==> src/include/gdcfg_pkg.sv <==
// gate driver configuration package: register offsets, field layouts, reset values, timings
// assumes a byte-wide register port inside the device, one clock, active-low async reset
// What this block does
// - dead time two bits, default 120 ns
// - watchdog enable bit five, resets off
// - watchdog timeout select 10 to 100 ms
// - drive strength three bits, resets strongest
// - amplifier output clamp bit, default off
// - second bridge monitor disables, reset zero
// - first bridge monitor disables, reset zero
// - chopping off time 25 to 200 us
// - regulation disable bit, reset zero
// - reference scaling 100 to 25 percent
// - sample and hold enable, reset off
// - shunt amplifier gain two bits
// - lock code blocks writes to the drive, monitor and chop registers until unlocked
// - watchdog expiry sets fault flag bit six
package gdcfg_pkg;
  localparam logic [7:0] ADDR_MAIN = 8'h02;
  localparam logic [7:0] ADDR_DRIVE_WD = 8'h03;
  localparam logic [7:0] ADDR_MON = 8'h04;
  localparam logic [7:0] ADDR_CHOP = 8'h05;
  localparam logic [7:0] ADDR_FAULT = 8'h00;
  localparam logic [7:0] RST_DRIVE_WD = 8'h07;
  localparam logic [7:0] RST_MON = 8'h70;
  localparam logic [7:0] RST_CHOP = 8'h00;
  localparam logic [2:0] LOCK_CODE = 3'h6;
  localparam logic [2:0] UNLOCK_CODE = 3'h3;
  localparam int LOCK_LSB = 3;
  localparam int CLR_BIT = 0;
  localparam int WATCHDOG_TIMEOUT_FLAG_BIT = 6;
  localparam int WATCHDOG_ENABLE_BIT = 5;
  localparam int WD_SEL_LSB = 3;
  localparam int FAULT_BIT = 7;
  localparam int CLK_HZ = 10_000_000;
  localparam int WD_MS_0 = 10;
  localparam int WD_MS_1 = 20;
  localparam int WD_MS_2 = 50;
  localparam int WD_MS_3 = 100;
  localparam int CYC_PER_MS = CLK_HZ / 1000;
  typedef struct packed {
    logic [1:0] dead_time_select;
    logic watchdog_enable;
    logic [1:0] watchdog_timeout_select;
    logic [2:0] gate_drive_strength;
  } gdcfg_drive_t;
  typedef struct packed {
    logic amp_output_clamp;
    logic [2:0] overcurrent_threshold;
    logic mon_off_high_b;
    logic mon_off_low_b;
    logic mon_off_high_a;
    logic mon_off_low_a;
  } gdcfg_mon_t;
  typedef struct packed {
    logic [1:0] chop_off_time;
    logic regulation_disable;
    logic [1:0] ref_scale;
    logic sample_hold_enable;
    logic [1:0] amp_gain;
  } gdcfg_chop_t;
  typedef struct packed {
    logic wr;
    logic rd;
    logic [7:0] addr;
    logic [7:0] wdata;
  } gdcfg_req_t;
endpackage

==> src/logic/gdcfg_regs.sv <==
// configuration register bank with lock, watchdog timer and watchdog fault flag
// assumes register requests are framed by the serial port on the same clock, one per cycle
module gdcfg_regs #(
  parameter int WD_SCALE = gdcfg_pkg::CYC_PER_MS
) (
  input wire logic CLK,
  input wire logic RST_N,
  input wire gdcfg_pkg::gdcfg_req_t REQ,
  input wire logic WD_KICK,
  output logic [7:0] RDATA,
  output gdcfg_pkg::gdcfg_drive_t DRIVE_CFG,
  output gdcfg_pkg::gdcfg_mon_t MON_CFG,
  output gdcfg_pkg::gdcfg_chop_t CHOP_CFG,
  output logic WD_FAULT,
  output logic LOCKED
);
  import gdcfg_pkg::*;

  // the longest timeout must still fit the 32-bit count
  if (WD_SCALE < 1 || WD_SCALE > 2147483647 / WD_MS_3) begin : g_bad_scale
    $error("WD_SCALE must lie between one and the 32-bit count limit");
  end

  logic [7:0] drv_q, drv_d, mon_q, mon_d, chp_q, chp_d, rdata_q, rdata_d;
  logic lock_q, lock_d, wdf_q, wdf_d;
  logic [31:0] wd_cnt_q, wd_cnt_d;
  logic [31:0] wd_limit;
  logic wr_ok, wd_expire, clr_req;
  // shortest selectable timeout, a floor under any expiry
  localparam logic [31:0] WD_MIN_CYC = 32'(WD_MS_0 * WD_SCALE);

  // timeout in cycles for the selected code
  function automatic logic [31:0] wd_cycles(input logic [1:0] sel);
    int ms;
    unique case (sel)
      2'h0: ms = WD_MS_0;
      2'h1: ms = WD_MS_1;
      2'h2: ms = WD_MS_2;
      default: ms = WD_MS_3;
    endcase
    return 32'(ms * WD_SCALE);
  endfunction

  assign wr_ok = REQ.wr && !lock_q;
  assign clr_req = REQ.wr && (REQ.addr == ADDR_MAIN) && REQ.wdata[CLR_BIT];
  assign wd_limit = wd_cycles(drv_q[WD_SEL_LSB +: 2]);
  assign wd_expire = drv_q[WATCHDOG_ENABLE_BIT] && (wd_cnt_q >= wd_limit - 32'h1);

  // register writes, lock handling; main register always writable so unlock works
  always_comb begin
    drv_d = drv_q;
    mon_d = mon_q;
    chp_d = chp_q;
    lock_d = lock_q;
    if (REQ.wr && REQ.addr == ADDR_MAIN) begin
      if (!lock_q && REQ.wdata[LOCK_LSB +: 3] == LOCK_CODE) lock_d = 1'b1;
      if (lock_q && REQ.wdata[LOCK_LSB +: 3] == UNLOCK_CODE) lock_d = 1'b0;
    end
    if (wr_ok && REQ.addr == ADDR_DRIVE_WD) drv_d = REQ.wdata;
    if (wr_ok && REQ.addr == ADDR_MON) mon_d = REQ.wdata;
    if (wr_ok && REQ.addr == ADDR_CHOP) chp_d = REQ.wdata;
  end

  // watchdog: counts while enabled, restarts on kick or disable; expiry beats a clear
  always_comb begin
    wd_cnt_d = wd_cnt_q + 32'h1;
    if (!drv_q[WATCHDOG_ENABLE_BIT] || WD_KICK || wd_expire) wd_cnt_d = 32'h0;
    wdf_d = wdf_q;
    if (clr_req) wdf_d = 1'b0;
    if (wd_expire) wdf_d = 1'b1;
  end

  // read mux; unmapped addresses read zero
  always_comb begin
    rdata_d = rdata_q;
    if (REQ.rd) begin
      unique case (REQ.addr)
        ADDR_FAULT: rdata_d = {wdf_q, wdf_q, 6'h00};
        ADDR_MAIN: rdata_d = {2'h0, lock_q ? LOCK_CODE : UNLOCK_CODE, 3'h0};
        ADDR_DRIVE_WD: rdata_d = drv_q;
        ADDR_MON: rdata_d = mon_q;
        ADDR_CHOP: rdata_d = chp_q;
        default: rdata_d = 8'h00;
      endcase
    end
  end

  // configuration bytes and lock state
  always_ff @(posedge CLK or negedge RST_N) begin
    if (!RST_N) begin
      drv_q <= RST_DRIVE_WD;
      mon_q <= RST_MON;
      chp_q <= RST_CHOP;
      lock_q <= 1'b0;
    end else begin
      drv_q <= drv_d;
      mon_q <= mon_d;
      chp_q <= chp_d;
      lock_q <= lock_d;
    end
  end

  // watchdog count and its sticky flag
  always_ff @(posedge CLK or negedge RST_N) begin
    if (!RST_N) begin
      wdf_q <= 1'b0;
      wd_cnt_q <= 32'h0;
    end else begin
      wdf_q <= wdf_d;
      wd_cnt_q <= wd_cnt_d;
    end
  end

  // read data holds between reads
  always_ff @(posedge CLK or negedge RST_N) begin
    if (!RST_N) begin
      rdata_q <= 8'h00;
    end else begin
      rdata_q <= rdata_d;
    end
  end

  // outputs straight from the registers, so a write acts the next cycle
  assign DRIVE_CFG = gdcfg_drive_t'(drv_q);
  assign MON_CFG = gdcfg_mon_t'(mon_q);
  assign CHOP_CFG = gdcfg_chop_t'(chp_q);
  assign WD_FAULT = wdf_q;
  assign LOCKED = lock_q;
  assign RDATA = rdata_q;

  // write path: locked bytes stay put, accepted bytes land one cycle later
  a_locked_hold: assert property (@(posedge CLK) disable iff (!RST_N)
    lock_q && REQ.addr != ADDR_MAIN |=> $stable(drv_q) && $stable(mon_q) && $stable(chp_q))
    else $error("locked register changed");

  a_write_lands: assert property (@(posedge CLK) disable iff (!RST_N)
    REQ.wr && !lock_q && REQ.addr == ADDR_MON |=> MON_CFG == $past(REQ.wdata))
    else $error("accepted write not applied");

  a_chop_write: assert property (@(posedge CLK) disable iff (!RST_N)
    REQ.wr && !lock_q && REQ.addr == ADDR_CHOP |=> CHOP_CFG == $past(REQ.wdata))
    else $error("config write not applied");

  a_drive_write: assert property (@(posedge CLK) disable iff (!RST_N)
    REQ.wr && !lock_q && REQ.addr == ADDR_DRIVE_WD |=> DRIVE_CFG == $past(REQ.wdata))
    else $error("drive write not applied");

  // lock state moves only on its two codes
  a_lock_sets: assert property (@(posedge CLK) disable iff (!RST_N)
    !lock_q && REQ.wr && REQ.addr == ADDR_MAIN && REQ.wdata[LOCK_LSB +: 3] == LOCK_CODE
    |=> LOCKED)
    else $error("lock code not taken");

  a_unlock: assert property (@(posedge CLK) disable iff (!RST_N)
    lock_q && REQ.wr && REQ.addr == ADDR_MAIN && REQ.wdata[LOCK_LSB +: 3] == UNLOCK_CODE
    |=> !LOCKED)
    else $error("unlock failed");

  a_lock_stays: assert property (@(posedge CLK) disable iff (!RST_N)
    lock_q && !(REQ.wr && REQ.addr == ADDR_MAIN && REQ.wdata[LOCK_LSB +: 3] == UNLOCK_CODE)
    |=> LOCKED)
    else $error("lock dropped without unlock code");

  a_open_stays: assert property (@(posedge CLK) disable iff (!RST_N)
    !lock_q && !(REQ.wr && REQ.addr == ADDR_MAIN && REQ.wdata[LOCK_LSB +: 3] == LOCK_CODE)
    |=> !LOCKED)
    else $error("lock taken without lock code");

  // read path: data shows one cycle after the request and then holds
  a_read_back: assert property (@(posedge CLK) disable iff (!RST_N)
    REQ.rd && REQ.addr == ADDR_CHOP |=> RDATA == $past(chp_q))
    else $error("readback mismatch");

  a_read_drive: assert property (@(posedge CLK) disable iff (!RST_N)
    REQ.rd && REQ.addr == ADDR_DRIVE_WD |=> RDATA == $past(drv_q))
    else $error("drive readback mismatch");

  a_read_mon: assert property (@(posedge CLK) disable iff (!RST_N)
    REQ.rd && REQ.addr == ADDR_MON |=> RDATA == $past(mon_q))
    else $error("monitor readback mismatch");

  a_read_fault: assert property (@(posedge CLK) disable iff (!RST_N)
    REQ.rd && REQ.addr == ADDR_FAULT |=> RDATA == {{2{$past(wdf_q)}}, 6'h00})
    else $error("fault readback mismatch");

  a_rdata_hold: assert property (@(posedge CLK) disable iff (!RST_N)
    !REQ.rd |=> $stable(RDATA))
    else $error("read data moved without a read");

  // watchdog: idles when off, restarts on a kick, never trips before the shortest timeout
  a_cnt_idle: assert property (@(posedge CLK) disable iff (!RST_N)
    !drv_q[WATCHDOG_ENABLE_BIT] |=> wd_cnt_q == 32'h0 && !$rose(wdf_q))
    else $error("watchdog ran while disabled");

  a_kick_restart: assert property (@(posedge CLK) disable iff (!RST_N)
    WD_KICK |=> wd_cnt_q == 32'h0)
    else $error("kick did not restart the count");

  a_wd_no_early: assert property (@(posedge CLK) disable iff (!RST_N)
    wd_cnt_q < WD_MIN_CYC - 32'h1 |-> !wd_expire)
    else $error("watchdog expired before shortest timeout");

  a_wd_sets: assert property (@(posedge CLK) disable iff (!RST_N)
    wd_expire |=> WD_FAULT)
    else $error("watchdog flag not set");

  a_fault_sticky: assert property (@(posedge CLK) disable iff (!RST_N)
    wdf_q && !clr_req |=> WD_FAULT)
    else $error("fault flag dropped without clear");

  a_fault_clear: assert property (@(posedge CLK) disable iff (!RST_N)
    clr_req && !wd_expire |=> !WD_FAULT)
    else $error("fault clear ignored");

  // main scenarios worth seeing at least once
  c_lock: cover property (@(posedge CLK) disable iff (!RST_N) $rose(lock_q));
  c_wd: cover property (@(posedge CLK) disable iff (!RST_N) $rose(wdf_q));
  c_blocked: cover property (@(posedge CLK) disable iff (!RST_N) lock_q && REQ.wr);
  c_unlock: cover property (@(posedge CLK) disable iff (!RST_N) $fell(lock_q));
  c_clear: cover property (@(posedge CLK) disable iff (!RST_N) clr_req && wdf_q);
endmodule

==> config.mk <==
export PLATFORM = sky130hd
export DESIGN_NAME = gdcfg_regs
export DESIGN_NICKNAME = d
export VERILOG_FILES = /design/src/include/gdcfg_pkg.sv /design/src/logic/gdcfg_regs.sv
export SDC_FILE = /design/constraint.sdc
export NUM_CORES = 1
export LEC_CHECK = 0
export ABC_AREA = 0
export BUFFER_PORTS_ARGS = -buffer_cell sky130_fd_sc_hd__buf_2
export CORE_AREA = 2 2 83 93
export DETAILED_ROUTE_END_ITERATION = 7
export DIE_AREA = 0 0 85 95
export GPL_ROUTABILITY_DRIVEN = 1
export GPL_TIMING_DRIVEN = 0
export PLACE_DENSITY = 0.77
export SETUP_SLACK_MARGIN = 0.05
export SLEW_MARGIN = 15
export SYNTH_ARGS = -nofsm -noshare
export SYNTH_HDL_FRONTEND = slang
export SYNTH_SLANG_ARGS = --single-unit
export TNS_END_PERCENT = 5
==> constraint.sdc <==
create_clock -name CLK -period 4 [get_ports CLK]
set_input_delay 0.4 -clock CLK [delete_from_list [all_inputs] [get_ports CLK]]
set_output_delay 0.4 -clock CLK [all_outputs]
set_load 0.05 [all_outputs]
# Word-level counts from Yosys, hierarchy flattened
# Cells that the tools add are included.
[op_classes] n_addsub=2 n_mul=1 order_cmp=1 n_eq_ne=8 mux=8 reduce_logical=18
[op_table] cell="$pmux W8 S5" count=1
[op_table] cell="$add A32 B1 Y32 const B" count=1
[op_table] cell="$ge A32 B32 Y1" count=1
[op_table] cell="$mul A32 B11 Y28 const B" count=1
[op_table] cell="$mux W32" count=1
[op_table] cell="$sub A32 B1 Y32 const B" count=1
[op_table] cell="$pmux W7 S3" count=1
[op_table] cell="$eq A8 B2 Y1 const B" count=2
[op_table] cell="$eq A8 B3 Y1 const B" count=2
[op_table] cell="$logic_and A1 B1 Y1" count=9
[op_table] cell="$logic_not A8 Y1" count=1
[op_table] cell="$mux W1" count=4
[op_table] cell="$reduce_bool A2 Y1" count=2
[op_table] cell="$eq A3 B2 Y1 const B" count=1
[op_table] cell="$eq A3 B3 Y1 const B" count=1
[op_table] cell="$mux W3" count=1
[op_table] cell="$eq A2 B1 Y1 const B" count=1
[op_table] cell="$eq A2 B2 Y1 const B" count=1
[op_table] cell="$logic_not A1 Y1" count=2
[op_table] cell="$logic_not A2 Y1" count=1
[op_table] cell="$logic_or A1 B1 Y1" count=2
[op_table] cell="$reduce_and A2 Y1" count=1
[totals] ff_bits=66 output_inout_bits=34

# Depth between registers and ports, before layout
[depth] ltp_word=8 mapped_depth=13 depth_no_buf=12

# Least setup slack after synthesis
# OpenSTA, ideal clock, no wires.
[synth_path] kind="register to register" start="register drv_q[3], in the netlist DRIVE_CFG[3]" end="register wd_cnt_q[10]" arrival_ns=3.122 slack_ns=0.742 path_stages_with_launch=13 n_path_buf=2 path_cell_list="dfrtp_1 -> inv_1 -> ha_1 -> clkbuf_1 -> or3_1 -> a21o_1 -> ha_1 -> nand2_1 -> o21ai_0 -> o2111ai_1 -> a211oi_1 -> clkbuf_1 -> nor3_1"
[synth_via] elab_chain_cells=8 word_cells_on_any_way=10
[synth_lines] element="start, declared" line="gdcfg_regs.sv:24" rtl="logic [7:0] drv_q, drv_d, mon_q, mon_d, chp_q, chp_d, rdata_q, rdata_d;"
[synth_lines] element="start signal, assigned" line="gdcfg_regs.sv:96" rtl="drv_q <= drv_d;"
[synth_lines] element="$eq A2 B2 Y1 (tied with other cells)" line="gdcfg_regs.sv:35" rtl="unique case (sel)"
[synth_lines] element="$pmux W7 S3 *" line="gdcfg_regs.sv:35"
[synth_lines] element="$mul A32 B11 Y28 *" line="gdcfg_regs.sv:41" rtl="return 32'(ms * WD_SCALE);"
[synth_lines] element="$sub A32 B1 Y32 *" line="gdcfg_regs.sv:47" rtl="assign wd_expire = drv_q[WATCHDOG_ENABLE_BIT] && (wd_cnt_q >= wd_limit - 32'h1);"
[synth_lines] element="$ge A32 B32 Y1 *" line="gdcfg_regs.sv:47"
[synth_lines] element="$logic_and A1 B1 Y1 *" line="gdcfg_regs.sv:47"
[synth_lines] element="$logic_or A1 B1 Y1 *" line="gdcfg_regs.sv:67" rtl="if (!drv_q[WATCHDOG_ENABLE_BIT] || WD_KICK || wd_expire) wd_cnt_d = 32'h0;"
[synth_lines] element="$mux W32 *" line="gdcfg_regs.sv:67"
[synth_lines] element="via wd_cnt_d[10]" line="gdcfg_regs.sv:26" rtl="logic [31:0] wd_cnt_q, wd_cnt_d;"
[synth_lines] element="end signal, assigned" line="gdcfg_regs.sv:110" rtl="wd_cnt_q <= wd_cnt_d;"
[synth_lines] element="end, declared" line="gdcfg_regs.sv:26"
# The timed path passes the listed nets; every way through them passes the cells marked *.
# A chain may end at the register's enable or synchronous reset.

# Worst setup path in the final report
[layout_path] start="register drv_q[3], in the netlist DRIVE_CFG[3]" end="register wd_cnt_q[7]"
# The elaborated chain is that of the path after synthesis.

==> summary.md <==
| Metric | Value |
|---|---|
| Run status | `complete, no violations` |
| Worst reg2reg path startpoint | `DRIVE_CFG[3]$_DFFE_PN0P_` |
| Crit path launch type | `register` |
| Source-to-sink clock delay at the later pin of the worst-skew pair | `about 0.36 ns` |
| Class of the most critical hold timing path | `in2async` |
| Maximum buffer depth of the clock tree | `2` |
| Share of layout cells above drive strength 1 | `0.256` |
| Area of all sequential standard cells | `1660 um^2` |
| Via count normalized by instance count | `5.42` |
| Vias after detailed routing | `about 2600` |
| Clk sink count | `66` |
| FF-to-FF path depth | `12` |
| Vias in the first global route | `~2600` |
| Largest delay share family, worst path | `compound AO/OA/AOI/OAI gates` |
| Min Tclk post-route | `3.38 ns` |
| Overall power of the completed layout | `1510 uW` |
| Period Utilization, post-route | `0.845` |
| Final max-slew violation count | `0` |
| R2R Path End | `wd_cnt_q[7]$_DFF_PN0_` |
| Post-synthesis register bit count | `66` |
| Number of standard cells in the layout, taps in and fillers out | `489` |
| Worst vdd ir | `around 350 uV` |
| Filler cell count in the final layout | `587` |
| Pin count of the biggest net entering global routing | `67` |
| Post-route setup slack | `about 0.62 ns` |
| Biggest fanout along the worst timing path | `10` |
| Total iterations of the first detailed-routing run | `4` |
| Syn Area/Cell | `around 11 um^2` |
| Clock root buffer master | `sky130_fd_sc_hd__clkbuf_8` |
| Post-Synthesis Cells | `324` |
| RSZ-0062 raised after global routing | `false` |
| Global route total overflow | `0` |
| Initial core utilization | `0.479` |
| Cell with the most instances after synthesis | `sky130_fd_sc_hd__dfrtp_1` |
| Row Count | `33` |
| Part of the Yosys area used for sequential elements | `0.479` |
| Critical Path Stages | `12` |
| Maximum clock rate | `296 MHz` |
| Clock buffer count from CTS | `9` |
| HPWL after detailed placement | `5360 um` |
| Post-CTS Setup Inserts | `0` |
| CP max stage cell | `sky130_fd_sc_hd__dfrtp_1` |
| Wire length of the first global-routing pass | `12300 um` |
| Data arrival time of the critical path | `3.59 ns` |
| Number of setup violations in the final report | `0` |
| Yosys warning total | `0` |
| Mean routed wirelength per cell | `15.0 um` |
| Number of top-level design ports | `55` |
| Pwr/cell area | `between 300 and 400 nW/um^2` |
| Netlist area before placement | `3460 um^2` |
| Cell variety after synth | `44` |
| Leading post-synthesis cells by cell area | `sky130_fd_sc_hd__dfrtp_1 (43%), sky130_fd_sc_hd__ha_1 (8.7%), sky130_fd_sc_hd__mux2_2 (8.1%)` |
| Endpoint required time on the critical path | `4.21 ns` |
| Peak per-stage delay on the critical path | `0.48 ns` |
| Net total in the final layout | `442` |
| Final wirelength | `roughly 7400 um` |
| Final hold violation count | `0` |
| Headroom to the max-slew limit | `0.481` |
| Cell taking the most area after synthesis | `sky130_fd_sc_hd__dfrtp_1` |
| Synth async-reset ratio | `1.00` |
| Residual DRC | `0` |
| Cells after DPL | `473` |
| Die outline width | `85 um` |
| Critical Path, Cell by Cell | `inv_1 -> ha_1 -> clkbuf_1 -> or3_1 -> a21o_1 -> ha_1 -> nand2_1 -> o21ai_0 -> o2111ai_1 -> a211oi_1 -> clkbuf_1 -> nor3_1` |
| Summed negative setup slack over all endpoints | `0 ns` |
| Number of nets still failing antenna checks after routing | `0` |
| Total die area | `8080 um^2` |
| Commonest cells in the synthesized netlist | `sky130_fd_sc_hd__dfrtp_1 (60), sky130_fd_sc_hd__nor3_1 (28), sky130_fd_sc_hd__mux2_2 (25)` |
| Diodes inserted | `0` |
| Type of the worst setup path | `reg2reg` |
| Total of cells resized after clock tree synthesis | `0` |
| Most frequently used flop master after synthesis | `sky130_fd_sc_hd__dfrtp_1` |
| Max-capacitance violation count | `0` |
| Fraction of synthesized cell area taken by the top area cell type | `0.434` |
| Layout overhead on the synthesized area | `18.3%` |
| Clock tree from TritonCTS | `yes` |
| Hold buffers post-CTS | `0` |
| Count of buffers from port buffering | `52` |
| Multi-input gate area | `between 1500 and 2000 um^2` |
| Place WS | `0.621 ns` |
| Floorplan die height | `95 um` |
| Global-route usage over all layers | `0.196` |
| Std-Cell Core Area | `~7200 um^2` |
| H-Tree Level Count | `3` |
| Worst clock skew on the final layout | `between 0.01 and 0.015 ns` |
| Number of buffer and inverter instances along the worst setup path | `3` |
| Number of antenna violations at the first check in global routing | `0` |
| Crit. End Element | `register` |
| Post-synth EDFFs | `0` |
| Static leakage | `about 0.0019 uW` |
| 1st-iter DRT viols | `79` |
| Minimum setup slack among reg-to-reg paths | `0.62 ns` |
| Routability cong. | `between 0.8 and 0.9` |
| Transition time of the tightest slew-check pin | `roughly 0.77 ns` |
| Clock input transition at the sequential cells of the worst setup and hold paths | `0.08 ns` |
## through the flow
| stage | instance area (um^2) | hold slack [ns] | util |
|---|---|---|---|
| after global placement | 3870 | 0.504 | 0.535 |
| after floorplan | 3500 | 0.104 | - |
| after CTS | 4100 | 0.156 | 0.567 |
| final | 4100 | 0.134 | 0.567 |
| after detailed placement | 3870 | 0.514 | 0.536 |
| after global routing | 4100 | 0.202 | 0.567 |
## layout by cell type, fill, tap and decap left out, types with 2 or more instances in the layout
| cell type | Yosys | final |
|---|---|---|
| sky130_fd_sc_hd__a211oi_1 | 3 | 3 |
| sky130_fd_sc_hd__nand4_1 | 5 | 5 |
| sky130_fd_sc_hd__bufinv_16 | 0 | 2 |
| sky130_fd_sc_hd__a22oi_1 | 3 | 3 |
| sky130_fd_sc_hd__nand2b_1 | 2 | 2 |
| sky130_fd_sc_hd__inv_1 | 20 | 20 |
| sky130_fd_sc_hd__nor3_1 | 28 | 28 |
| sky130_fd_sc_hd__nor4_1 | 3 | 3 |
| sky130_fd_sc_hd__nor3b_1 | 2 | 2 |
| sky130_fd_sc_hd__o22ai_1 | 4 | 4 |
| sky130_fd_sc_hd__clkinv_4 | 0 | 2 |
| sky130_fd_sc_hd__inv_6 | 0 | 2 |
| sky130_fd_sc_hd__nand2_1 | 18 | 18 |
| sky130_fd_sc_hd__a21oi_1 | 8 | 8 |
| sky130_fd_sc_hd__nand3_1 | 17 | 17 |
| sky130_fd_sc_hd__mux2i_1 | 7 | 7 |
| sky130_fd_sc_hd__xnor2_1 | 16 | 16 |
| sky130_fd_sc_hd__clkbuf_1 | 10 | 10 |
| sky130_fd_sc_hd__ha_1 | 24 | 24 |
| sky130_fd_sc_hd__buf_2 | 0 | 51 |
| sky130_fd_sc_hd__a21o_1 | 2 | 2 |
| sky130_fd_sc_hd__clkbuf_8 | 0 | 9 |
| sky130_fd_sc_hd__conb_1 | 1 | 11 |
| sky130_fd_sc_hd__dfstp_2 | 6 | 6 |
| sky130_fd_sc_hd__and4_1 | 2 | 2 |
| sky130_fd_sc_hd__nor2_1 | 14 | 14 |
| sky130_fd_sc_hd__xor2_1 | 7 | 7 |
| sky130_fd_sc_hd__mux2_2 | 25 | 25 |
| sky130_fd_sc_hd__o21ai_0 | 18 | 18 |
| sky130_fd_sc_hd__dfrtp_1 | 60 | 60 |
## layer usage
layer,GRT usage,part of all wire
met3,0.0516,0.032
met4,0.0952,0.023
met5,0,0
met2,0.303,0.48
met1,0.255,0.47
## worst max path at each step
stage | from | to | slack [ns]
after floorplan | DRIVE_CFG[3]$_DFFE_PN0P_ | wd_cnt_q[10]$_DFF_PN0_ | 0.74
after detailed placement | DRIVE_CFG[3]$_DFFE_PN0P_ | wd_cnt_q[7]$_DFF_PN0_ | 0.62
after global routing | DRIVE_CFG[3]$_DFFE_PN0P_ | wd_cnt_q[7]$_DFF_PN0_ | 0.26
after global placement | DRIVE_CFG[3]$_DFFE_PN0P_ | wd_cnt_q[3]$_DFF_PN0_ | 0.67
final | DRIVE_CFG[3]$_DFFE_PN0P_ | wd_cnt_q[7]$_DFF_PN0_ | 0.62
after CTS | DRIVE_CFG[3]$_DFFE_PN0P_ | wd_cnt_q[7]$_DFF_PN0_ | 0.61
## area by class of cell
type	count	share of cell area
Buffer	11	0.0101
Clock buffer	9	0.0302
Clock inverter	7	0.0244
Inverter	20	0.0183
Multi-Input combinational cell	237	0.421
Sequential cell	66	0.405
Tap cell	87	0.0266
Timing Repair Buffer	52	0.0642
## state kept, by name, summed over array words and instances, names as in the netlist
name,count
wd_cnt_q,32
MON_CFG,8
WD_FAULT,1
CHOP_CFG,8
RDATA,8
LOCKED,1
DRIVE_CFG,8
## logic make-up after synthesis
logic type,Yosys count,synth area share
and+or+nand+nor,103,0.163
DFF,66,0.479
AOI/OAI and AO/OA,44,0.0763
muxes,32,0.102
buffers and inverters,31,0.0336
adders and majority gates,24,0.0867
xor gates and xnor gates,23,0.0582
other,1,0.00108
## power breakdown
group          leakage [uW]  internal, uW  switching [uW]
logic              0.000920          53.3             123
clock network      0.000114           356             272
registers          0.000868           691            17.5
(Power assumes the default switching activity.)
